$ cat src/design/rtcv_pkg.sv
/*
  Constants shared by the event, interrupt-mask and data-validity logic
  of the real-time clock. Assumes nothing beyond a SystemVerilog tool.
*/
`default_nettype none

package rtcv_pkg;

  // ----------------------------------------------------------------------
  // Register byte offsets
  // ----------------------------------------------------------------------
  localparam logic [7:0] OFS_EVENT_FLAGS   = 8'h18;
  localparam logic [7:0] OFS_EVENT_CLEAR   = 8'h1C;
  localparam logic [7:0] OFS_IRQ_SET       = 8'h20;
  localparam logic [7:0] OFS_IRQ_CLEAR     = 8'h24;
  localparam logic [7:0] OFS_IRQ_MASK      = 8'h28;
  localparam logic [7:0] OFS_VALIDITY      = 8'h2C;
  localparam logic [7:0] OFS_TEV_SELECT    = 8'h30;

  // ----------------------------------------------------------------------
  // Field positions and widths
  // ----------------------------------------------------------------------
  localparam int NUM_EVT     = 5;
  localparam int BIT_UPD_ACK = 0;
  localparam int BIT_ALARM   = 1;
  localparam int BIT_SECOND  = 2;
  localparam int BIT_TIME_EV = 3;
  localparam int BIT_CAL_EV  = 4;
  localparam int NUM_VALID   = 4;
  localparam int BIT_TSEL_LO = 0;

  // ----------------------------------------------------------------------
  // Reset values
  // ----------------------------------------------------------------------
  localparam logic [NUM_EVT-1:0]   FLAGS_RST = 5'h00;
  localparam logic [NUM_EVT-1:0]   MASK_RST  = 5'h00;
  localparam logic [NUM_VALID-1:0] VALID_RST = 4'h0;

  // ----------------------------------------------------------------------
  // Bus answers
  // ----------------------------------------------------------------------
  localparam logic [1:0] RESP_OKAY   = 2'h0;
  localparam logic [1:0] RESP_SLVERR = 2'h2;

  // Source of the time event flag, in select-field order
  typedef enum logic [1:0] {
    TEV_MINUTE,
    TEV_HOUR,
    TEV_NOON,
    TEV_MIDNIGHT
  } rtcv_tev_e;

  // Which clock register a checked word belongs to; order = validity bit
  typedef enum logic [1:0] {
    CHK_TIME,
    CHK_CALENDAR,
    CHK_TIME_ALARM,
    CHK_CAL_ALARM
  } rtcv_chk_e;

endpackage : rtcv_pkg

`default_nettype wire

$ cat src/design/rtcv_chk_if.sv
/*
  Carrier between the validity tracker and the field range checker.
  Assumes the checker answers combinationally in the same cycle.
*/
`timescale 1ns/1ns
`default_nettype none

interface rtcv_chk_if;
  import rtcv_pkg::*;
  logic [31:0] word;     // Word written to a clock register
  rtcv_chk_e   kind;     // Register it was written to
  logic        mode24;   // Hour mode, high for 24-hour
  logic        invalid;  // Some field out of its legal range

  modport req (output word, output kind, output mode24, input invalid);
  modport chk (input word, input kind, input mode24, output invalid);
endinterface : rtcv_chk_if

`default_nettype wire

$ cat src/design/rtcv_bcd_check.sv
/*
  Range checker for words written to the time, calendar and alarm
  registers. Purely combinational; assumes fields laid out as in the
  clock's time, calendar and alarm registers.
*/
`timescale 1ns/1ns
`default_nettype none

module rtcv_bcd_check
  import rtcv_pkg::*;
(
  rtcv_chk_if.chk chk
);

  // Both digits decimal and value within [lo, hi]; BCD keeps order
  function automatic logic bcd_in(input logic [7:0] v,
                                  input logic [7:0] lo,
                                  input logic [7:0] hi);
    bcd_in = (v[3:0] <= 4'h9) && (v[7:4] <= 4'h9) && (v >= lo) && (v <= hi);
  endfunction

  // ----------------------------------------------------------------------
  // Per-kind field checks
  // ----------------------------------------------------------------------
  logic hour_ok;
  logic alm_hour_ok;
  logic ok;

  // Hour legality depends on the 12/24 hour mode; pm bit only in 12h
  always_comb begin
    if (chk.mode24) begin
      hour_ok = bcd_in({2'h0, chk.word[21:16]}, 8'h00, 8'h23) &&
                !chk.word[22];
    end else begin
      hour_ok = bcd_in({2'h0, chk.word[21:16]}, 8'h01, 8'h12);
    end
    // An alarm field that is not enabled never compares, so skip it
    alm_hour_ok = !chk.word[23] || hour_ok;
  end

  // Select the check by register
  always_comb begin
    case (chk.kind)
      CHK_TIME: begin
        ok = bcd_in({1'h0, chk.word[6:0]}, 8'h00, 8'h59) &&
             bcd_in({1'h0, chk.word[14:8]}, 8'h00, 8'h59) && hour_ok;
      end
      CHK_CALENDAR: begin
        ok = bcd_in({1'h0, chk.word[6:0]}, 8'h19, 8'h20) &&
             bcd_in(chk.word[15:8], 8'h00, 8'h99) &&
             bcd_in({3'h0, chk.word[20:16]}, 8'h01, 8'h12) &&
             bcd_in({5'h00, chk.word[23:21]}, 8'h01, 8'h07) &&
             bcd_in({2'h0, chk.word[29:24]}, 8'h01, 8'h31);
      end
      CHK_TIME_ALARM: begin
        ok = (!chk.word[7] ||
              bcd_in({1'h0, chk.word[6:0]}, 8'h00, 8'h59)) &&
             (!chk.word[15] ||
              bcd_in({1'h0, chk.word[14:8]}, 8'h00, 8'h59)) &&
             alm_hour_ok;
      end
      CHK_CAL_ALARM: begin
        ok = (!chk.word[23] ||
              bcd_in({3'h0, chk.word[20:16]}, 8'h01, 8'h12)) &&
             (!chk.word[31] ||
              bcd_in({2'h0, chk.word[29:24]}, 8'h01, 8'h31));
      end
      default: begin
        ok = 1'b1;
      end
    endcase
  end

  assign chk.invalid = !ok;

endmodule : rtcv_bcd_check

`default_nettype wire

$ cat src/design/rtcv_top.sv
/*
  Event flags, interrupt mask and data-validity register of the real-time
  clock, reached over AXI4-Lite. Assumes the counters, alarm comparator
  and clock register file run on the same clock and hand over one-cycle
  event pulses and write strobes with the written word.
*/
`timescale 1ns/1ns
`default_nettype none

module rtcv_top
  import rtcv_pkg::*;
#(
  parameter int ADDR_W = 8
) (
  input  wire logic              clock,
  input  wire logic              reset_n,
  // AXI4-Lite write address
  input  wire logic [ADDR_W-1:0] s_axi_awaddr,
  input  wire logic              s_axi_awvalid,
  output logic                   s_axi_awready,
  // AXI4-Lite write data
  input  wire logic [31:0]       s_axi_wdata,
  input  wire logic [3:0]        s_axi_wstrb,
  input  wire logic              s_axi_wvalid,
  output logic                   s_axi_wready,
  // AXI4-Lite write response
  output logic [1:0]             s_axi_bresp,
  output logic                   s_axi_bvalid,
  input  wire logic              s_axi_bready,
  // AXI4-Lite read address
  input  wire logic [ADDR_W-1:0] s_axi_araddr,
  input  wire logic              s_axi_arvalid,
  output logic                   s_axi_arready,
  // AXI4-Lite read data
  output logic [31:0]            s_axi_rdata,
  output logic [1:0]             s_axi_rresp,
  output logic                   s_axi_rvalid,
  input  wire logic              s_axi_rready,
  // Event pulses from the counters and the alarm comparator
  input  wire logic              update_acknowledge_evt,
  input  wire logic              alarm_match_evt,
  input  wire logic              second_evt,
  input  wire logic              minute_evt,
  input  wire logic              hour_evt,
  input  wire logic              noon_evt,
  input  wire logic              midnight_evt,
  input  wire logic              calendar_event_evt,
  // Write strobes of the clock registers, with the word written
  input  wire logic              time_register_wr,
  input  wire logic              calendar_register_wr,
  input  wire logic              time_alarm_register_wr,
  input  wire logic              calendar_alarm_register_wr,
  input  wire logic [31:0]       clock_reg_wdata,
  input  wire logic              hour_mode_24,
  // Interrupt request and the chosen time event source
  output logic                   irq,
  output logic [1:0]             time_event_select
);

  // ----------------------------------------------------------------------
  // Elaboration checks
  // ----------------------------------------------------------------------
  // Every offset, including the highest, must be reachable
  generate
    if (ADDR_W < 6 || ADDR_W > 32) begin : g_bad_addr_w
      $error("rtcv_top: ADDR_W must lie in 6 to 32");
    end
  endgenerate

  // ----------------------------------------------------------------------
  // State
  // ----------------------------------------------------------------------
  logic              awready_ff;
  logic              wready_ff;
  logic              aw_got_ff;
  logic              w_got_ff;
  logic [ADDR_W-1:0] aw_addr_ff;
  logic [31:0]       w_data_ff;
  logic              w_lane0_ff;
  logic              bvalid_ff;
  logic [1:0]        bresp_ff;
  logic              arready_ff;
  logic              rvalid_ff;
  logic [31:0]       rdata_ff;
  logic [1:0]        rresp_ff;

  logic [NUM_EVT-1:0]   flags_ff;
  logic [NUM_EVT-1:0]   mask_ff;
  logic [NUM_VALID-1:0] valid_ff;
  rtcv_tev_e            tev_sel_ff;
  logic                 irq_ff;

  logic [NUM_EVT-1:0]   nxt_flags;
  logic [NUM_EVT-1:0]   nxt_mask;
  logic [NUM_EVT-1:0]   evt_set;
  logic [NUM_EVT-1:0]   evt_clr;
  logic                 tev_pulse;
  logic                 wr_go;
  logic                 wr_hit;
  logic                 rd_hit;
  logic [31:0]          rd_word;

  // ----------------------------------------------------------------------
  // Address decode
  // ----------------------------------------------------------------------
  // Word-aligned match; the low two address bits are ignored
  function automatic logic at(input logic [ADDR_W-1:0] a,
                              input logic [7:0]        ofs);
    logic [ADDR_W-1:0] wide;
    wide = ADDR_W'(ofs);
    at   = (a[ADDR_W-1:2] == wide[ADDR_W-1:2]);
  endfunction

  // Write effects need both address and data held and no answer pending
  assign wr_go = aw_got_ff && w_got_ff && !bvalid_ff;

  // Known offsets; writes to read-only ones are taken and ignored
  always_comb begin
    wr_hit = at(aw_addr_ff, OFS_EVENT_FLAGS) ||
             at(aw_addr_ff, OFS_EVENT_CLEAR) ||
             at(aw_addr_ff, OFS_IRQ_SET) ||
             at(aw_addr_ff, OFS_IRQ_CLEAR) ||
             at(aw_addr_ff, OFS_IRQ_MASK) ||
             at(aw_addr_ff, OFS_VALIDITY) ||
             at(aw_addr_ff, OFS_TEV_SELECT);
  end

  // ----------------------------------------------------------------------
  // AXI4-Lite write channels
  // ----------------------------------------------------------------------
  // Address and data are captured independently, in either order
  always_ff @(posedge clock or negedge reset_n) begin
    if (!reset_n) begin
      awready_ff <= 1'b1;
      aw_got_ff  <= 1'b0;
      aw_addr_ff <= '0;
    end else if (s_axi_awvalid && awready_ff) begin
      awready_ff <= 1'b0;
      aw_got_ff  <= 1'b1;
      aw_addr_ff <= s_axi_awaddr;
    end else if (wr_go) begin
      aw_got_ff  <= 1'b0;
    end else if (bvalid_ff && s_axi_bready) begin
      awready_ff <= 1'b1; // Reopen only once the answer is gone
    end
  end

  // Data side mirrors the address side
  always_ff @(posedge clock or negedge reset_n) begin
    if (!reset_n) begin
      wready_ff  <= 1'b1;
      w_got_ff   <= 1'b0;
      w_data_ff  <= 32'h0000_0000;
      w_lane0_ff <= 1'b0;
    end else if (s_axi_wvalid && wready_ff) begin
      wready_ff  <= 1'b0;
      w_got_ff   <= 1'b1;
      w_data_ff  <= s_axi_wdata;
      w_lane0_ff <= s_axi_wstrb[0];
    end else if (wr_go) begin
      w_got_ff   <= 1'b0;
    end else if (bvalid_ff && s_axi_bready) begin
      wready_ff  <= 1'b1;
    end
  end

  // Response one cycle after both halves are held
  always_ff @(posedge clock or negedge reset_n) begin
    if (!reset_n) begin
      bvalid_ff <= 1'b0;
      bresp_ff  <= RESP_OKAY;
    end else if (wr_go) begin
      bvalid_ff <= 1'b1;
      bresp_ff  <= wr_hit ? RESP_OKAY : RESP_SLVERR;
    end else if (bvalid_ff && s_axi_bready) begin
      bvalid_ff <= 1'b0;
    end
  end

  // ----------------------------------------------------------------------
  // AXI4-Lite read channels
  // ----------------------------------------------------------------------
  // Write-only registers read as zero; unmapped addresses answer SLVERR
  always_comb begin
    rd_hit  = 1'b1;
    rd_word = 32'h0000_0000;
    if (at(s_axi_araddr, OFS_EVENT_FLAGS)) begin
      rd_word[NUM_EVT-1:0] = flags_ff;
    end else if (at(s_axi_araddr, OFS_IRQ_MASK)) begin
      rd_word[NUM_EVT-1:0] = mask_ff;
    end else if (at(s_axi_araddr, OFS_VALIDITY)) begin
      rd_word[NUM_VALID-1:0] = valid_ff;
    end else if (at(s_axi_araddr, OFS_TEV_SELECT)) begin
      rd_word[BIT_TSEL_LO +: 2] = tev_sel_ff;
    end else if (!(at(s_axi_araddr, OFS_EVENT_CLEAR) ||
                   at(s_axi_araddr, OFS_IRQ_SET) ||
                   at(s_axi_araddr, OFS_IRQ_CLEAR))) begin
      rd_hit = 1'b0;
    end
  end

  // One read in flight; the address is taken only when no data waits
  always_ff @(posedge clock or negedge reset_n) begin
    if (!reset_n) begin
      arready_ff <= 1'b1;
      rvalid_ff  <= 1'b0;
      rdata_ff   <= 32'h0000_0000;
      rresp_ff   <= RESP_OKAY;
    end else if (s_axi_arvalid && arready_ff) begin
      arready_ff <= 1'b0;
      rvalid_ff  <= 1'b1;
      rdata_ff   <= rd_word;
      rresp_ff   <= rd_hit ? RESP_OKAY : RESP_SLVERR;
    end else if (rvalid_ff && s_axi_rready) begin
      arready_ff <= 1'b1;
      rvalid_ff  <= 1'b0;
    end
  end

  // ----------------------------------------------------------------------
  // Event flags
  // ----------------------------------------------------------------------
  // Only the chosen source may raise the time event
  always_comb begin
    case (tev_sel_ff)
      TEV_MINUTE:   tev_pulse = minute_evt;
      TEV_HOUR:     tev_pulse = hour_evt;
      TEV_NOON:     tev_pulse = noon_evt;
      TEV_MIDNIGHT: tev_pulse = midnight_evt;
      default:      tev_pulse = 1'b0;
    endcase
  end

  // Sources and clears per bit; a set in the clear cycle wins
  always_comb begin
    evt_set = '0;
    evt_clr = '0;
    evt_set[BIT_UPD_ACK] = update_acknowledge_evt;
    evt_set[BIT_ALARM]   = alarm_match_evt;
    evt_set[BIT_SECOND]  = second_evt;
    evt_set[BIT_TIME_EV] = tev_pulse;
    evt_set[BIT_CAL_EV]  = calendar_event_evt;
    if (wr_go && w_lane0_ff && at(aw_addr_ff, OFS_EVENT_CLEAR)) begin
      evt_clr[BIT_UPD_ACK] = w_data_ff[BIT_UPD_ACK];
      evt_clr[BIT_ALARM]   = w_data_ff[BIT_ALARM];
      evt_clr[BIT_SECOND]  = w_data_ff[BIT_SECOND];
      evt_clr[BIT_TIME_EV] = w_data_ff[BIT_TIME_EV];
      evt_clr[BIT_CAL_EV]  = w_data_ff[BIT_CAL_EV];
    end
    nxt_flags = (flags_ff & ~evt_clr) | evt_set;
  end

  always_ff @(posedge clock or negedge reset_n) begin
    if (!reset_n) begin
      flags_ff <= FLAGS_RST;
    end else begin
      flags_ff <= nxt_flags;
    end
  end

  // ----------------------------------------------------------------------
  // Interrupt mask and request
  // ----------------------------------------------------------------------
  // Separate set and clear registers avoid read-modify-write races
  always_comb begin
    nxt_mask = mask_ff;
    if (wr_go && w_lane0_ff && at(aw_addr_ff, OFS_IRQ_SET)) begin
      nxt_mask = mask_ff | w_data_ff[NUM_EVT-1:0];
    end else if (wr_go && w_lane0_ff && at(aw_addr_ff, OFS_IRQ_CLEAR)) begin
      nxt_mask = mask_ff & ~w_data_ff[NUM_EVT-1:0];
    end
  end

  always_ff @(posedge clock or negedge reset_n) begin
    if (!reset_n) begin
      mask_ff <= MASK_RST;
    end else begin
      mask_ff <= nxt_mask;
    end
  end

  // Registered from next values, so the request moves with the flags
  always_ff @(posedge clock or negedge reset_n) begin
    if (!reset_n) begin
      irq_ff <= 1'b0;
    end else begin
      irq_ff <= |(nxt_flags & nxt_mask);
    end
  end

  // ----------------------------------------------------------------------
  // Time event source select
  // ----------------------------------------------------------------------
  always_ff @(posedge clock or negedge reset_n) begin
    if (!reset_n) begin
      tev_sel_ff <= TEV_MINUTE;
    end else if (wr_go && w_lane0_ff && at(aw_addr_ff, OFS_TEV_SELECT)) begin
      tev_sel_ff <= rtcv_tev_e'(w_data_ff[BIT_TSEL_LO +: 2]);
    end
  end

  // ----------------------------------------------------------------------
  // Data validity
  // ----------------------------------------------------------------------
  rtcv_chk_if chk_bus ();

  // The clock register file writes one register at a time; time first
  always_comb begin
    chk_bus.word   = clock_reg_wdata;
    chk_bus.mode24 = hour_mode_24;
    if (time_register_wr) begin
      chk_bus.kind = CHK_TIME;
    end else if (calendar_register_wr) begin
      chk_bus.kind = CHK_CALENDAR;
    end else if (time_alarm_register_wr) begin
      chk_bus.kind = CHK_TIME_ALARM;
    end else begin
      chk_bus.kind = CHK_CAL_ALARM;
    end
  end

  rtcv_bcd_check u_check (
    .chk (chk_bus.chk)
  );

  // Each bit holds the verdict on its register's latest write
  always_ff @(posedge clock or negedge reset_n) begin
    if (!reset_n) begin
      valid_ff <= VALID_RST;
    end else if (time_register_wr) begin
      valid_ff[CHK_TIME] <= chk_bus.invalid;
    end else if (calendar_register_wr) begin
      valid_ff[CHK_CALENDAR] <= chk_bus.invalid;
    end else if (time_alarm_register_wr) begin
      valid_ff[CHK_TIME_ALARM] <= chk_bus.invalid;
    end else if (calendar_alarm_register_wr) begin
      valid_ff[CHK_CAL_ALARM] <= chk_bus.invalid;
    end
  end

  // ----------------------------------------------------------------------
  // Outputs
  // ----------------------------------------------------------------------
  assign s_axi_awready     = awready_ff;
  assign s_axi_wready      = wready_ff;
  assign s_axi_bvalid      = bvalid_ff;
  assign s_axi_bresp       = bresp_ff;
  assign s_axi_arready     = arready_ff;
  assign s_axi_rvalid      = rvalid_ff;
  assign s_axi_rdata       = rdata_ff;
  assign s_axi_rresp       = rresp_ff;
  assign irq               = irq_ff;
  assign time_event_select = tev_sel_ff;

endmodule : rtcv_top

`default_nettype wire

$ cat config.mk
export PLATFORM = sky130hd
export DESIGN_NAME = rtcv_top
export DESIGN_NICKNAME = d
export VERILOG_FILES = /design/src/design/rtcv_pkg.sv /design/src/design/rtcv_chk_if.sv /design/src/design/rtcv_bcd_check.sv /design/src/design/rtcv_top.sv
export SDC_FILE = /design/constraint.sdc
export NUM_CORES = 1
export LEC_CHECK = 0
export BUFFER_PORTS_ARGS = -buffer_cell sky130_fd_sc_hd__buf_2
export CAP_MARGIN = 10
export CORE_AREA = 8 8 89 91
export DETAILED_ROUTE_END_ITERATION = 10
export DIE_AREA = 0 0 97 99
export PLACE_DENSITY = 0.74
export SLEW_MARGIN = 20
export SYNTH_ARGS = -nofsm -noshare
export SYNTH_HDL_FRONTEND = slang
export SYNTH_HIERARCHICAL = 1
export SYNTH_SLANG_ARGS = --single-unit
$ cat constraint.sdc
create_clock -name clock -period 2.6 [get_ports clock]
set_clock_uncertainty 0.2 [all_clocks]
set_input_delay 0.65 -clock clock [delete_from_list [all_inputs] [get_ports clock]]
set_output_delay 0.65 -clock clock [all_outputs]
set_load 0.01 [all_outputs]
* After elaboration in Yosys (flattened, before gate mapping)
Index checks and enable logic that the tools add are counted.
** Cells by class
- Bitwise operators :: 10
- Reduce and logical (&&, ||, !) cells :: 75
- Equality and inequality tests :: 22
- Muxes and demuxes :: 35
- $lt $le $gt $ge :: 24
** Operator list (count)
- $eq 6x4->1 const B :: 10
- $logic_and 1x1->1 :: 41
- $eq 6x3->1 const B :: 4
- $mux 1 :: 21
- $le 4x4->1 const B :: 5
- $mux 5 :: 4
- $and 5x5->5 :: 3
- $le 7x7->1 const B :: 2
- $mux 2 :: 7
- $logic_or 1x1->1 :: 13
- $ge 6x1->1 const B :: 2
- $le 3x4->1 const B :: 3
- $le 6x6->1 const B :: 2
- $reduce_bool 2->1 :: 6
- $not 5->5 :: 2
- $or 5x5->5 :: 2
- $eq 2x2->1 const B :: 4
- $ge 8x1->1 const B :: 1
- $le 2x4->1 const B :: 2
- $le 8x8->1 const B :: 1
- $pmux 1 s4 :: 2
- $ge 7x5->1 const B :: 1
- $le 7x6->1 const B :: 1
- $logic_not 1->1 :: 7
- other kinds (13) :: 20
** Word-level totals
- Output and inout port bits :: 44
- Flip-flop bits (word level) :: 47
- Logic and storage cells :: 187
- Bits of input ports :: 104

* Longest topological paths before layout
Gate-level depths: netlist of the first run.
- Depth after elaboration :: 10
- Depth in mapped cells :: 8
- Gate-level depth less buffers :: 8

* Cells and area by module
Netlist of the first run, hierarchy kept.
** By module, submodules not included
- rtcv_top :: area each 2183.3 µm², instances 1, seq. area each 1079.8 µm², cells each 202
- rtcv_bcd_check :: area each 256.5 µm², instances 1, seq. area each 0.0 µm², cells each 43

* Least setup slack after synthesis of the first run
OpenSTA, ideal clock, no wires.
- Path kind :: reg-to-reg
- From :: register aw_addr_ff[4]
- To :: register irq_ff, in the netlist irq
- Required time :: 2274 ps
- Cell stages (with the launch flop) :: 6
- Clock period less this slack :: 2539 ps
- Path buffers :: 0
- Slack :: 61 ps
- Data arrival time :: 2213 ps
- Library setup time :: 126 ps
- Cell sequence :: dfrtp_1 > or4b_4 > or4_1 > a32o_1 > a221o_1 > a221o_1
** On the way
- Elaborated cells on any way between the ends :: 14
- Classes of those cells :: eq/ne (3); mux (3); bitwise (4); reduce/logical (4)
** RTL lines
- from (decl) :: RTL line rtcv_top.sv:77 : logic [ADDR_W-1:0] aw_addr_ff;
- from (signal assigned) :: RTL line rtcv_top.sv:140 : aw_addr_ff <= s_axi_awaddr;
- $eq 6x4->1 :: RTL line rtcv_top.sv:111 : at = (a[ADDR_W-1:2] == wide[ADDR_W-1:2]);
- $logic_and 1x1->1 :: RTL line rtcv_top.sv:269 : end else if (wr_go && w_lane0_ff && at(aw_addr_ff, OFS_IRQ_CLEAR)) begin
- $mux 5 :: RTL line rtcv_top.sv:269
- $mux 5 (*) :: RTL line rtcv_top.sv:267 : if (wr_go && w_lane0_ff && at(aw_addr_ff, OFS_IRQ_SET)) begin
- named net nxt_mask[4] :: RTL line rtcv_top.sv:94 : logic [NUM_EVT-1:0] nxt_mask;
- $and 5x5->5 (*) :: RTL line rtcv_top.sv:287 : irq_ff <= |(nxt_flags & nxt_mask);
- $reduce_or 5->1 (*) :: RTL line rtcv_top.sv:287
- to (signal assigned) :: RTL line rtcv_top.sv:287
- to (decl) :: RTL line rtcv_top.sv:91 : logic irq_ff;
Mark *: on every way through the listed nets, which the timed path passes. The rest lies on a longest branch.
A chain may end at the register's enable or synchronous reset.

* Final worst setup path of the first run
Same ends and word-level chain as after synthesis.

==> reports/qor.txt, run 1 <==
DETAILED ROUTING
----------------------------------------------------------------------------------------
Routed met3 length                                                                433 µm
Number of nets with antenna violations after routing                                   0
Number of vias per cell after detailed routing                                      5.08
WL final                                                                         6160 µm
Number of detailed-route iterations in the first pass                                  4
Via Count                                                                           2144
Wire length per cell                                                             14.6 µm
Met2 layer wire length in the routed design                                      3020 µm
Routed length on met1                                                            2650 µm
Top Layer Used                                                                      met4
Number of design rule violations left after detail routing                             0
DRC marker count from the first detailed-route iteration                              90

POWER AND IR DROP
----------------------------------------------------------------------------------------
Static leakage power                                                          0.00143 µW
VDD IR max                                                                        500 µV
Power Dens Cells                                                              722 nW/µm²
Total power after layout                                                         2190 µW

FLOORPLAN
----------------------------------------------------------------------------------------
Horizontal extent of the die                                                       97 µm
Core box area                                                                   6570 µm²
Top-level port count                                                                 148
Full die area                                                                   9600 µm²
Die height                                                                         99 µm
Placement Rows                                                                        30
Initial standard-cell utilization of the core                                      37.1%

TIMING
----------------------------------------------------------------------------------------
Actual transition at the worst max-transition pin                               0.820 ns
Final-report setup violation count                                                     1
Final critical-path setup slack                                               -0.0131 ns
Highest achievable clock rate                                                    383 MHz
Final Slew Violations                                                                  0
Number of endpoints with negative hold slack in the final report                       0
Post-layout min period                                                           2.61 ns
Final total negative setup slack                                              -0.0131 ns
Portion of the clock cycle consumed by the worst path in the final layout           101%
Unrepaired setup endpoints after global routing                                     true
Slew HR                                                                            45.3%

CLOCK NETWORK
----------------------------------------------------------------------------------------
Number of buffers on the longest clock path                                            2
Clock latency at the later pin of the worst-skew pair                            0.29 ns
# clock sinks                                                                         43
CTS Root Cell                                                               sky130_fd_sc_hd__clkbuf_8
H-tree levels                                                                          2
CTS tree                                                                             yes
Worst-path clk slew                                                              0.08 ns
TritonCTS Buffers                                                                      5

LAYOUT
----------------------------------------------------------------------------------------
Post-layout net count                                                                445
# fillers                                                                            665
Total inserted antenna cells                                                           0
Syn-to-layout area delta                                                           24.4%
Share of post-route cells with drive strength above 1                              37.4%

WORST SETUP PATH
----------------------------------------------------------------------------------------
Startpoint kind of the worst setup timing path                                      flop
Data required time of the worst path                                             2.57 ns
Arrival @ worst endpoint                                                         2.59 ns
Largest driver fanout on the critical path                                             4
Endpoint class of the critical path                                                 flop
Kind of critical path                                                       flop to flop

GRT
----------------------------------------------------------------------------------------
Number of antenna violations at the first check in global routing                      0
GRT Resource Usage Total                                                           12.7%
Overflow after GRT                                                                     0
Global-route wire length before repair                                          10300 µm
Number of global-route vias before repair                                           2222
Largest net degree at the start of global routing                                     39

RUN STATUS
----------------------------------------------------------------------------------------
Failing checks                                                              negative setup slack
Outcome                                                                     complete, but fails checks

PLACE
----------------------------------------------------------------------------------------
IO Port Bufs                                                                          81
Detailed placement HPWL                                                          5000 µm
Routability congestion estimate                                                    0.834

YOSYS
----------------------------------------------------------------------------------------
Number of warnings printed during yosys synthesis                                      6
Avg Inst Size Synth                                                             9.96 µm²
Mapped cell area                                                                2440 µm²
Share of the yosys chip area belonging to registers                                44.3%
Flops & latches, synth                                                                43
Number of library cell types mapped by synthesis                                      43
Post-synthesis instance total                                                        245

RUN
----------------------------------------------------------------------------------------
Max-capacitance violation count                                                        0

WORST HOLD PATH
----------------------------------------------------------------------------------------
Path category of the worst min-delay check                                  input port to async pin

power breakdown:
part / total, µW / switching, µW / internal [µW]
Combinational: 655 / 328 / 327
Clock: 542 / 231 / 311
Sequential: 996 / 141 / 855
Total: 2190 / 699 / 1490
per-layer routing:
layer | GRT usage (%) | vias up
met1 | 15.3 | 1019
met3 | 4.83 | 8
li1 | - | 1047
met5 | 0 | -
met2 | 20.8 | 70
met4 | 3.20 | 0
sequential cells by signal (all words and copies together), names as in the netlist, 2 cells and up:
register,count
valid_ff,4
time_event_select,2
w_data_ff,5
mask_ff,5
aw_addr_ff,6
s_axi_rdata,5
flags_ff,5
worst paths after layout:
check	depth (start not counted)	end	from	slack (ns)
min in group clock	2	s_axi_rdata[4]	s_axi_rdata[4]	0.28
hold / removal	1	w_data_ff[4]	reset_n	0.25
setup / recovery	5	irq	aw_addr_ff[4]	-0.01
setup reg to reg	5	irq	aw_addr_ff[4]	-0.01
hold reg to reg	2	s_axi_rdata[4]	s_axi_rdata[4]	0.28
max in group asynchronous	2	valid_ff[0]	reset_n	1.37
cells by family (layout without fill, tap and decap cells):
group	after synthesis	count (layout)	synth area share, %
compound gates	58	58	16.7
buf+inv	40	109	10.6
flops	43	43	44.3
mux	25	25	11.2
simple gates	78	78	17.1
other cells	1	29	0.154
metrics by stage:
stage	hold slack, ns	setup slack [ns]	utilization (%)	std cells	instance area, µm²
finish	0.246	-0.0131	46.2	422	3040
global placement	0.261	-0.0101	44.3	414	2910
floorplan	0.154	0.0612	-	273	2540
detailed placement	0.268	-0.0260	44.3	414	2910
global route	0.305	-0.0760	46.2	422	3040
CTS	0.284	-0.00542	46.1	422	3030
what timing repair did:
| action | in CTS | in global routing |
|---|---|---|
| endpoints found under the setup margin | 1 | 1 |
| hold endpoints to repair | 0 | 0 |
| buffers inserted | 0 | 0 |
| hold buffers | 0 | 0 |
| resized for setup | 1 | 2 |
synthesized netlist by cell type:
cell	n	area [µm²]
sky130_fd_sc_hd__or3b_2	1	8.76
sky130_fd_sc_hd__nor2_1	11	41.3
sky130_fd_sc_hd__a221oi_1	4	35.0
sky130_fd_sc_hd__o211a_1	1	10.0
sky130_fd_sc_hd__and3_1	1	6.26
sky130_fd_sc_hd__nand4b_1	2	17.5
sky130_fd_sc_hd__o41ai_1	4	35.0
sky130_fd_sc_hd__a32o_1	5	50.1
sky130_fd_sc_hd__mux2i_1	7	70.1
sky130_fd_sc_hd__o311ai_0	1	8.76
sky130_fd_sc_hd__or4_1	2	15.0
sky130_fd_sc_hd__dfrtp_1	40	1000
sky130_fd_sc_hd__a21o_2	1	8.76
sky130_fd_sc_hd__nor4_1	4	25.0
sky130_fd_sc_hd__or3_1	1	6.26
sky130_fd_sc_hd__buf_4	29	218
sky130_fd_sc_hd__nand2b_1	3	18.8
sky130_fd_sc_hd__a21oi_1	6	30.0
sky130_fd_sc_hd__or4b_4	1	13.8
sky130_fd_sc_hd__nor2b_1	5	31.3
sky130_fd_sc_hd__inv_1	9	33.8
sky130_fd_sc_hd__clkbuf_1	2	7.51
sky130_fd_sc_hd__o22a_1	2	17.5
sky130_fd_sc_hd__nand4_1	1	6.26
sky130_fd_sc_hd__a22oi_1	5	37.5
sky130_fd_sc_hd__conb_1	1	3.75
sky130_fd_sc_hd__dfstp_2	3	78.8
sky130_fd_sc_hd__nand3b_1	5	37.5
sky130_fd_sc_hd__nor3b_1	1	7.51
sky130_fd_sc_hd__nand2_1	25	93.8
sky130_fd_sc_hd__o21bai_1	1	7.51
sky130_fd_sc_hd__or4b_1	1	10.0
sky130_fd_sc_hd__nor4b_1	1	8.76
sky130_fd_sc_hd__a221o_1	2	20.0
sky130_fd_sc_hd__mux2_2	18	203
sky130_fd_sc_hd__a21o_1	2	15.0
sky130_fd_sc_hd__nand3_1	8	40.0
sky130_fd_sc_hd__o21ai_0	19	95.1
sky130_fd_sc_hd__a211oi_1	2	15.0
sky130_fd_sc_hd__o211ai_1	2	15.0
sky130_fd_sc_hd__or4b_2	1	10.0
sky130_fd_sc_hd__a31oi_1	1	6.26
sky130_fd_sc_hd__nor3_1	4	20.0
cell type report:
| type | count | area (µm²) | share of cell area [%] |
|---|---|---|---|
| Multi-Input combinational cell | 190 | 1220 | 40.1 |
| Sequential cell | 43 | 1080 | 35.6 |
| Timing Repair Buffer | 92 | 488 | 16.1 |
| Tap cell | 80 | 100 | 3.30 |
| Clock buffer | 6 | 82.6 | 2.72 |
| Clock inverter | 2 | 35.0 | 1.15 |
| Inverter | 9 | 33.8 | 1.11 |
worst max-delay path, cell delays in order (launching register included):
cell	delay, ns
sky130_fd_sc_hd__dfrtp_1	0.39
sky130_fd_sc_hd__or4b_4	0.56
sky130_fd_sc_hd__or4_1	0.51
sky130_fd_sc_hd__a32o_2	0.24
sky130_fd_sc_hd__a221o_1	0.32
sky130_fd_sc_hd__a221o_1	0.27
cells in the final DEF (no fill, tap or decap), types with 2 or more instances in the layout:
master,Yosys,final
sky130_fd_sc_hd__a32o_1,5,3
sky130_fd_sc_hd__nand2_1,25,25
sky130_fd_sc_hd__a22oi_1,5,5
sky130_fd_sc_hd__mux2_2,18,18
sky130_fd_sc_hd__o21ai_0,19,19
sky130_fd_sc_hd__a21oi_1,6,6
sky130_fd_sc_hd__nand4b_1,2,2
sky130_fd_sc_hd__nand2b_1,3,3
sky130_fd_sc_hd__buf_2,0,81
sky130_fd_sc_hd__clkbuf_8,0,6
sky130_fd_sc_hd__o41ai_1,4,3
sky130_fd_sc_hd__or4_1,2,2
sky130_fd_sc_hd__dfrtp_1,40,40
sky130_fd_sc_hd__mux2i_1,7,7
sky130_fd_sc_hd__o211ai_1,2,2
sky130_fd_sc_hd__nand3_1,8,8
sky130_fd_sc_hd__a221oi_1,4,4
sky130_fd_sc_hd__nor2b_1,5,5
sky130_fd_sc_hd__nor4_1,4,4
sky130_fd_sc_hd__nand3b_1,5,5
sky130_fd_sc_hd__a221o_1,2,2
sky130_fd_sc_hd__a211oi_1,2,2
sky130_fd_sc_hd__o22a_1,2,2
sky130_fd_sc_hd__conb_1,1,29
sky130_fd_sc_hd__a21o_1,2,2
sky130_fd_sc_hd__buf_4,29,11
sky130_fd_sc_hd__dfstp_2,3,3
sky130_fd_sc_hd__nor3_1,4,4
sky130_fd_sc_hd__inv_1,9,9
sky130_fd_sc_hd__nor2_1,11,11
sky130_fd_sc_hd__a32o_2,0,2
Note: power is estimated with default switching activity, not from simulation.
==> inputs of run 2 (changes only) <==
- BUFFER_PORTS_ARGS: -buffer_cell sky130_fd_sc_hd__buf_2 -> -buffer_cell sky130_fd_sc_hd__clkbuf_2
- PLACE_DENSITY: 0.74 -> 0.76
==> run 2 against run 1 <==
Net effect:
- critical path depth stayed put
- first-iteration DRC count rose by 20%
- worst setup slack improved by 0.016 ns
- critical path type unchanged
- the run now ends clean
- highest routed layer unchanged
- global-route usage down 0.38 points
- design area down 0.33%
- critical endpoint unchanged
==> reports/qor.txt, run 2 (synthesized netlist as in run 1, its figures left out) <==
RUN STATUS
----------------------------------------------------------------------------------------
Outcome                                                                     finished, final reports clean   was complete, but fails checks

TIMING
----------------------------------------------------------------------------------------
Portion of the clock cycle consumed by the worst path in the final layout          99.9%   was 101%
Actual transition at the worst max-transition pin                               0.539 ns   was 0.820 ns
Smallest hold slack                                                             0.223 ns   was 0.246 ns
Final critical-path setup slack                                               0.00292 ns   was -0.0131 ns
Final Slew Violations                                                                  0   unchanged
Final total negative setup slack                                                    0 ns   was -0.0131 ns
Unrepaired setup endpoints after global routing                                     true   unchanged
Number of endpoints with negative hold slack in the final report                       0   unchanged
Post-layout min period                                                           2.60 ns   was 2.61 ns
Highest achievable clock rate                                                    385 MHz   was 383 MHz
Final-report setup violation count                                                     0   was 1
Slew HR                                                                            63.8%   was 45.3%

DETAILED ROUTING
----------------------------------------------------------------------------------------
Number of design rule violations left after detail routing                             0   unchanged
Number of nets with antenna violations after routing                                   0   unchanged
DRC marker count from the first detailed-route iteration                             108   was 90
WL final                                                                         6020 µm   was 6160 µm
Number of vias per cell after detailed routing                                      5.13   was 5.08
Via Count                                                                           2159   was 2144
Number of detailed-route iterations in the first pass                                  4   unchanged
Wire length per cell                                                             14.3 µm   was 14.6 µm

WORST HOLD PATH
----------------------------------------------------------------------------------------
Path category of the worst min-delay check                                  input port to async pin   unchanged

WORST SETUP PATH
----------------------------------------------------------------------------------------
Endpoint class of the critical path                                                 flop   unchanged
Startpoint kind of the worst setup timing path                                      flop   unchanged
Arrival @ worst endpoint                                                         2.57 ns   was 2.59 ns
Kind of critical path                                                       flop to flop   unchanged
Largest driver fanout on the critical path                                             4   unchanged
Data required time of the worst path                                             2.57 ns   about the same

GRT
----------------------------------------------------------------------------------------
Number of antenna violations at the first check in global routing                      0   unchanged
GRT Resource Usage Total                                                           12.3%   was 12.7%
Largest net degree at the start of global routing                                     44   was 39
Global-route wire length before repair                                          10100 µm   was 10300 µm
Overflow after GRT                                                                     0   unchanged
Number of global-route vias before repair                                           2225   was 2222

LAYOUT
----------------------------------------------------------------------------------------
Syn-to-layout area delta                                                           24.0%   was 24.4%
Share of post-route cells with drive strength above 1                              36.7%   was 37.4%
Flip-flop count of the largest register, all copies and words added                    6   unchanged
# fillers                                                                            626   was 665
Register name with the most flops                                             aw_addr_ff   unchanged
Commonest cells after routing, fill and taps aside                          sky130_fd_sc_hd__clkbuf_2, sky130_fd_sc_hd__dfrtp_1, sky130_fd_sc_hd__conb_1   was sky130_fd_sc_hd__buf_2, sky130_fd_sc_hd__dfrtp_1, sky130_fd_sc_hd__conb_1
Area of the multi-input gates                                                   1210 µm²   was 1220 µm²
Post-layout net count                                                                444   was 445
Total inserted antenna cells                                                           0   unchanged
Utilization after layout                                                           46.1%   was 46.2%
Commonest non-fill, non-tap cell in the layout                              sky130_fd_sc_hd__clkbuf_2   was sky130_fd_sc_hd__buf_2
Area of all sequential standard cells                                           1080 µm²   unchanged

FLOORPLAN
----------------------------------------------------------------------------------------
Initial standard-cell utilization of the core                                      37.1%   unchanged
Die height                                                                         99 µm   unchanged
Top-level port count                                                                 148   unchanged
Core box area                                                                   6570 µm²   unchanged
Placement Rows                                                                        30   unchanged
Full die area                                                                   9600 µm²   unchanged
Horizontal extent of the die                                                       97 µm   unchanged

PLACE
----------------------------------------------------------------------------------------
IO Port Bufs                                                                          81   unchanged
Routability congestion estimate                                                    0.875   was 0.834
Detailed placement HPWL                                                          4950 µm   was 5000 µm
Pre-CTS WS                                                                    -0.0214 ns   was -0.0260 ns

CLOCK NETWORK
----------------------------------------------------------------------------------------
Clock latency at the later pin of the worst-skew pair                            0.29 ns   about the same
CTS tree                                                                             yes   unchanged
CTS Root Cell                                                               sky130_fd_sc_hd__clkbuf_8   unchanged
H-tree levels                                                                          2   unchanged
TritonCTS Buffers                                                                      5   unchanged
Worst-path clk slew                                                              0.08 ns   about the same
Number of buffers on the longest clock path                                            2   unchanged
# clock sinks                                                                         43   unchanged

POWER AND IR DROP
----------------------------------------------------------------------------------------
Static leakage power                                                          0.00142 µW   was 0.00143 µW
VDD IR max                                                                        448 µV   was 500 µV
Power Dens Cells                                                              718 nW/µm²   was 722 nW/µm²

RUN
----------------------------------------------------------------------------------------
Max-capacitance violation count                                                        0   unchanged

-- run 2: cell count changes in the layout (fill, tap and decap cells not counted), sizes merged --
cell	before	now
buf	92	10
clkbuf	6	87
-- run 2: where the power goes --
| group | internal (µW) | switching, µW |
|---|---|---|
| sequential | 856 | 137 |
| clock | 311 | 221 |
| combinational | 325 | 325 |
| total | 1490 | 682 |
-- run 2: cell type report --
class | instances | area share, %
multi-input cells | 190 | 40.1
flip-flops and latches | 43 | 35.7
repair buffers | 91 | 15.9
well taps | 80 | 3.31
clock buffers | 6 | 2.73
clock inverters | 2 | 1.16
inverters | 9 | 1.12
-- run 2: worst max-delay path, cell delays in order (launching register included) --
cell                      delay (ns)
sky130_fd_sc_hd__dfrtp_1        0.38
sky130_fd_sc_hd__or4b_4         0.57
sky130_fd_sc_hd__or4_1          0.51
sky130_fd_sc_hd__a32o_1         0.23
sky130_fd_sc_hd__a221o_1        0.32
sky130_fd_sc_hd__a221o_1        0.27
-- run 2: metal layers --
| metal | up-vias | share of wire (%) | track usage (%) |
|---|---|---|---|
| met5 | - | 0 | 0 |
| met4 | 0 | 0.68 | 3.43 |
| met3 | 5 | 7.2 | 3.92 |
| met2 | 77 | 50 | 21.4 |
| met1 | 1032 | 43 | 14.2 |
| li1 | 1045 | - | - |
-- run 2: stage by stage --
step / total power [µW] / cell area [µm²] / instances
2_1_floorplan: 1380 / 2540 / 273
6_report: 2170 / 3030 / 421
5_1_grt: 2320 / 3030 / 421
3_3_place_gp: 1620 / 2890 / 412
3_5_place_dp: 1640 / 2890 / 412
4_1_cts: 2180 / 3020 / 421
-- run 2: worst paths after layout --
kind	start	end	slack, ns	depth (start not counted)
max in group asynchronous	reset_n	s_axi_arready	1.61	2
max	aw_addr_ff[4]	irq	0.003	5
min reg2reg	s_axi_rresp[1]	s_axi_rresp[1]	0.29	2
min	reset_n	w_lane0_ff	0.22	2
max reg2reg	aw_addr_ff[4]	irq	0.003	5
min in group clock	s_axi_rresp[1]	s_axi_rresp[1]	0.29	2
-- run 2: timing repair --
action	in CTS	in global routing
setup buffers	1	0
pin swaps	1	0
endpoints found under the hold margin	0	0
hold buffers	0	0
endpoints found under the setup margin	1	1
resized for setup	0	1
==> inputs of run 3 (changes only) <==
- CORE_AREA: 8 8 89 91 -> 2 2 83 85
- DIE_AREA: 0 0 97 99 -> 0 0 85 87
==> run 3 against run 2 <==
Net effect:
- the flow now finishes with violations (negative setup slack)
- sequential share of layout area about the same
- die area down 23%
- count of clock-buffer cells in the layout unchanged
- largest cell class unchanged
- register-to-register slack worse by 0.03 ns
- cell count unchanged
- global-route usage up 2.7 points
- combinational power down 1%
- non-clock buffer count unchanged
- highest routed layer unchanged
- critical path depth unchanged
- hold slack worse by 0.0044 ns
- sequential power about the same
==> reports/qor.txt, run 3 (synthesized netlist as in run 1, its figures left out) <==
TIMING
----------------------------------------------------------------------------------------
Unrepaired setup endpoints after global routing                                     true   unchanged
Final critical-path setup slack                                               -0.0314 ns   was 0.00292 ns
Final-report setup violation count                                                     1   was 0
Slew HR                                                                            64.6%   was 63.8%
Smallest hold slack                                                             0.218 ns   was 0.223 ns
Final Slew Violations                                                                  0   unchanged
Portion of the clock cycle consumed by the worst path in the final layout           101%   was 99.9%
Post-layout min period                                                           2.63 ns   was 2.60 ns
Number of endpoints with negative hold slack in the final report                       0   unchanged
Highest achievable clock rate                                                    380 MHz   was 385 MHz
Actual transition at the worst max-transition pin                               0.531 ns   was 0.539 ns

CLOCK NETWORK
----------------------------------------------------------------------------------------
CTS tree                                                                             yes   unchanged
# clock sinks                                                                         43   unchanged
H-tree levels                                                                          2   unchanged
CTS Root Cell                                                               sky130_fd_sc_hd__clkbuf_8   unchanged
Worst-path clk slew                                                              0.08 ns   about the same
Clock latency at the later pin of the worst-skew pair                            0.29 ns   about the same
TritonCTS Buffers                                                                      5   unchanged
Number of buffers on the longest clock path                                            2   unchanged
Post-cts hold buffer count                                                             0   unchanged

WORST SETUP PATH
----------------------------------------------------------------------------------------
Largest driver fanout on the critical path                                             5   was 4
Arrival @ worst endpoint                                                         2.60 ns   was 2.57 ns
Startpoint kind of the worst setup timing path                                      flop   unchanged
Kind of critical path                                                       flop to flop   unchanged
Endpoint class of the critical path                                                 flop   unchanged
Data required time of the worst path                                             2.57 ns   about the same
Reg-to-reg slack, setup                                                         -0.03 ns   was 0.003 ns

DETAILED ROUTING
----------------------------------------------------------------------------------------
Via Count                                                                           2124   was 2159
Wire length per cell                                                             12.8 µm   was 14.3 µm
Number of design rule violations left after detail routing                             0   unchanged
DRC marker count from the first detailed-route iteration                             112   was 108
Number of nets with antenna violations after routing                                   0   unchanged
Number of vias per cell after detailed routing                                      5.05   was 5.13
Number of detailed-route iterations in the first pass                                  4   unchanged
WL final                                                                         5400 µm   was 6020 µm

RUN STATUS
----------------------------------------------------------------------------------------
Failing checks                                                              negative setup slack
Outcome                                                                     complete, but fails checks   was finished, final reports clean

FLOORPLAN
----------------------------------------------------------------------------------------
Die height                                                                         87 µm   was 99 µm
Full die area                                                                   7400 µm²   was 9600 µm²
Core box area                                                                   6570 µm²   unchanged
Placement Rows                                                                        30   unchanged
Top-level port count                                                                 148   unchanged
Horizontal extent of the die                                                       85 µm   was 97 µm
Initial standard-cell utilization of the core                                      37.1%   unchanged

GRT
----------------------------------------------------------------------------------------
Global-route wire length before repair                                           9020 µm   was 10100 µm
Number of antenna violations at the first check in global routing                      0   unchanged
Number of global-route vias before repair                                           1952   was 2225
GRT Resource Usage Total                                                           15.1%   was 12.3%
Overflow after GRT                                                                     0   unchanged
Largest net degree at the start of global routing                                     44   unchanged

LAYOUT
----------------------------------------------------------------------------------------
Commonest non-fill, non-tap cell in the layout                              sky130_fd_sc_hd__clkbuf_2   unchanged
Commonest cells after routing, fill and taps aside                          sky130_fd_sc_hd__clkbuf_2, sky130_fd_sc_hd__dfrtp_1, sky130_fd_sc_hd__conb_1   unchanged
Register name with the most flops                                             aw_addr_ff   unchanged
Syn-to-layout area delta                                                           24.1%   was 24.0%
Post-layout net count                                                                444   unchanged
Share of post-route cells with drive strength above 1                              37.2%   was 36.7%
Area of all placed cells without fillers                                        3030 µm²   about the same
Total inserted antenna cells                                                           0   unchanged
Flip-flop count of the largest register, all copies and words added                    6   unchanged

WORST HOLD PATH
----------------------------------------------------------------------------------------
Path category of the worst min-delay check                                  input port to async pin   unchanged

PLACE
----------------------------------------------------------------------------------------
Post-DP Area                                                                    2890 µm²   unchanged
Detailed placement HPWL                                                          4340 µm   was 4950 µm
IO Port Bufs                                                                          81   unchanged
Routability congestion estimate                                                    0.880   was 0.875

POWER AND IR DROP
----------------------------------------------------------------------------------------
Power Dens Cells                                                              718 nW/µm²   about the same
Static leakage power                                                          0.00143 µW   was 0.00142 µW
VDD IR max                                                                        520 µV   was 448 µV

RUN
----------------------------------------------------------------------------------------
Max-capacitance violation count                                                        0   unchanged

[run 3: cell types whose count changed in the layout (fill, tap and decap cells not counted)]
| cell | delta |
|---|---|
| sky130_fd_sc_hd__o41ai_2 | -1 |
| sky130_fd_sc_hd__a32o_1 | -1 |
| sky130_fd_sc_hd__or4_4 | +2 |
| sky130_fd_sc_hd__or4_1 | -2 |
| sky130_fd_sc_hd__a32o_2 | +1 |
| sky130_fd_sc_hd__o41ai_1 | +1 |
[run 3: final timing paths]
| path | from | to | cells past startpoint |
|---|---|---|---|
| min in group clock | s_axi_wready | s_axi_wready | 1 |
| max | aw_addr_ff[7] | irq | 5 |
| min reg2reg | s_axi_wready | s_axi_wready | 1 |
| max in group asynchronous | reset_n | s_axi_arready | 2 |
| max reg2reg | aw_addr_ff[7] | irq | 5 |
| min | reset_n | flags_ff[1] | 2 |
[run 3: final cells by class]
type | count | area [µm²]
clock buffers | 6 | 82.6
clock inverters | 2 | 35.0
fillers | 618 | 3540
inverters | 9 | 33.8
multi-input cells | 190 | 1210
flip-flops and latches | 43 | 1080
well taps | 80 | 100
repair buffers | 91 | 480
[run 3: stage by stage]
stage / utilization [%] / worst slack, ns / setup TNS, ns / power, µW / std cells
2_1_floorplan: - / 0.0612 / 0 / 1380 / 273
3_3_place_gp: 44.0 / 0.00727 / 0 / 1610 / 412
3_5_place_dp: 44.0 / -0.00698 / -0.00863 / 1640 / 412
4_1_cts: 45.8 / -0.0219 / -0.0219 / 2180 / 420
5_1_grt: 46.1 / -0.104 / -0.104 / 2330 / 421
6_report: 46.1 / -0.0314 / -0.0314 / 2170 / 421
[run 3: report_power, final]
part,switching (µW),internal [µW],total (µW),leakage (µW)
logic,317,324,641,0.000852
registers,141,856,996,0.000514
clock network,225,311,536,0.0000612
[run 3: repair_timing]
item,4_1_cts,5_1_grt
setup buffers,0,1
pin swaps,0,1
resized for setup,1,2
setup endpoints to repair,1,1
[run 3: critical path, cell delays in order (launching register included)]
cell and delay, ns:
sky130_fd_sc_hd__dfrtp_1 0.39, sky130_fd_sc_hd__or4b_4 0.58, sky130_fd_sc_hd__or4_4 0.52, sky130_fd_sc_hd__a32o_2 0.24, sky130_fd_sc_hd__a221o_1 0.32, sky130_fd_sc_hd__a221o_1 0.27
[run 3: per-layer routing]
| layer | global-route usage, % | wire [µm] | share of wire [%] |
|---|---|---|---|
| met5 | 0 | 0 | 0 |
| met4 | 4.33 | 78 | 1.4 |
| met1 | 20.0 | 2390 | 44 |
| met2 | 25.3 | 2640 | 49 |
| met3 | 2.84 | 286 | 5.3 |
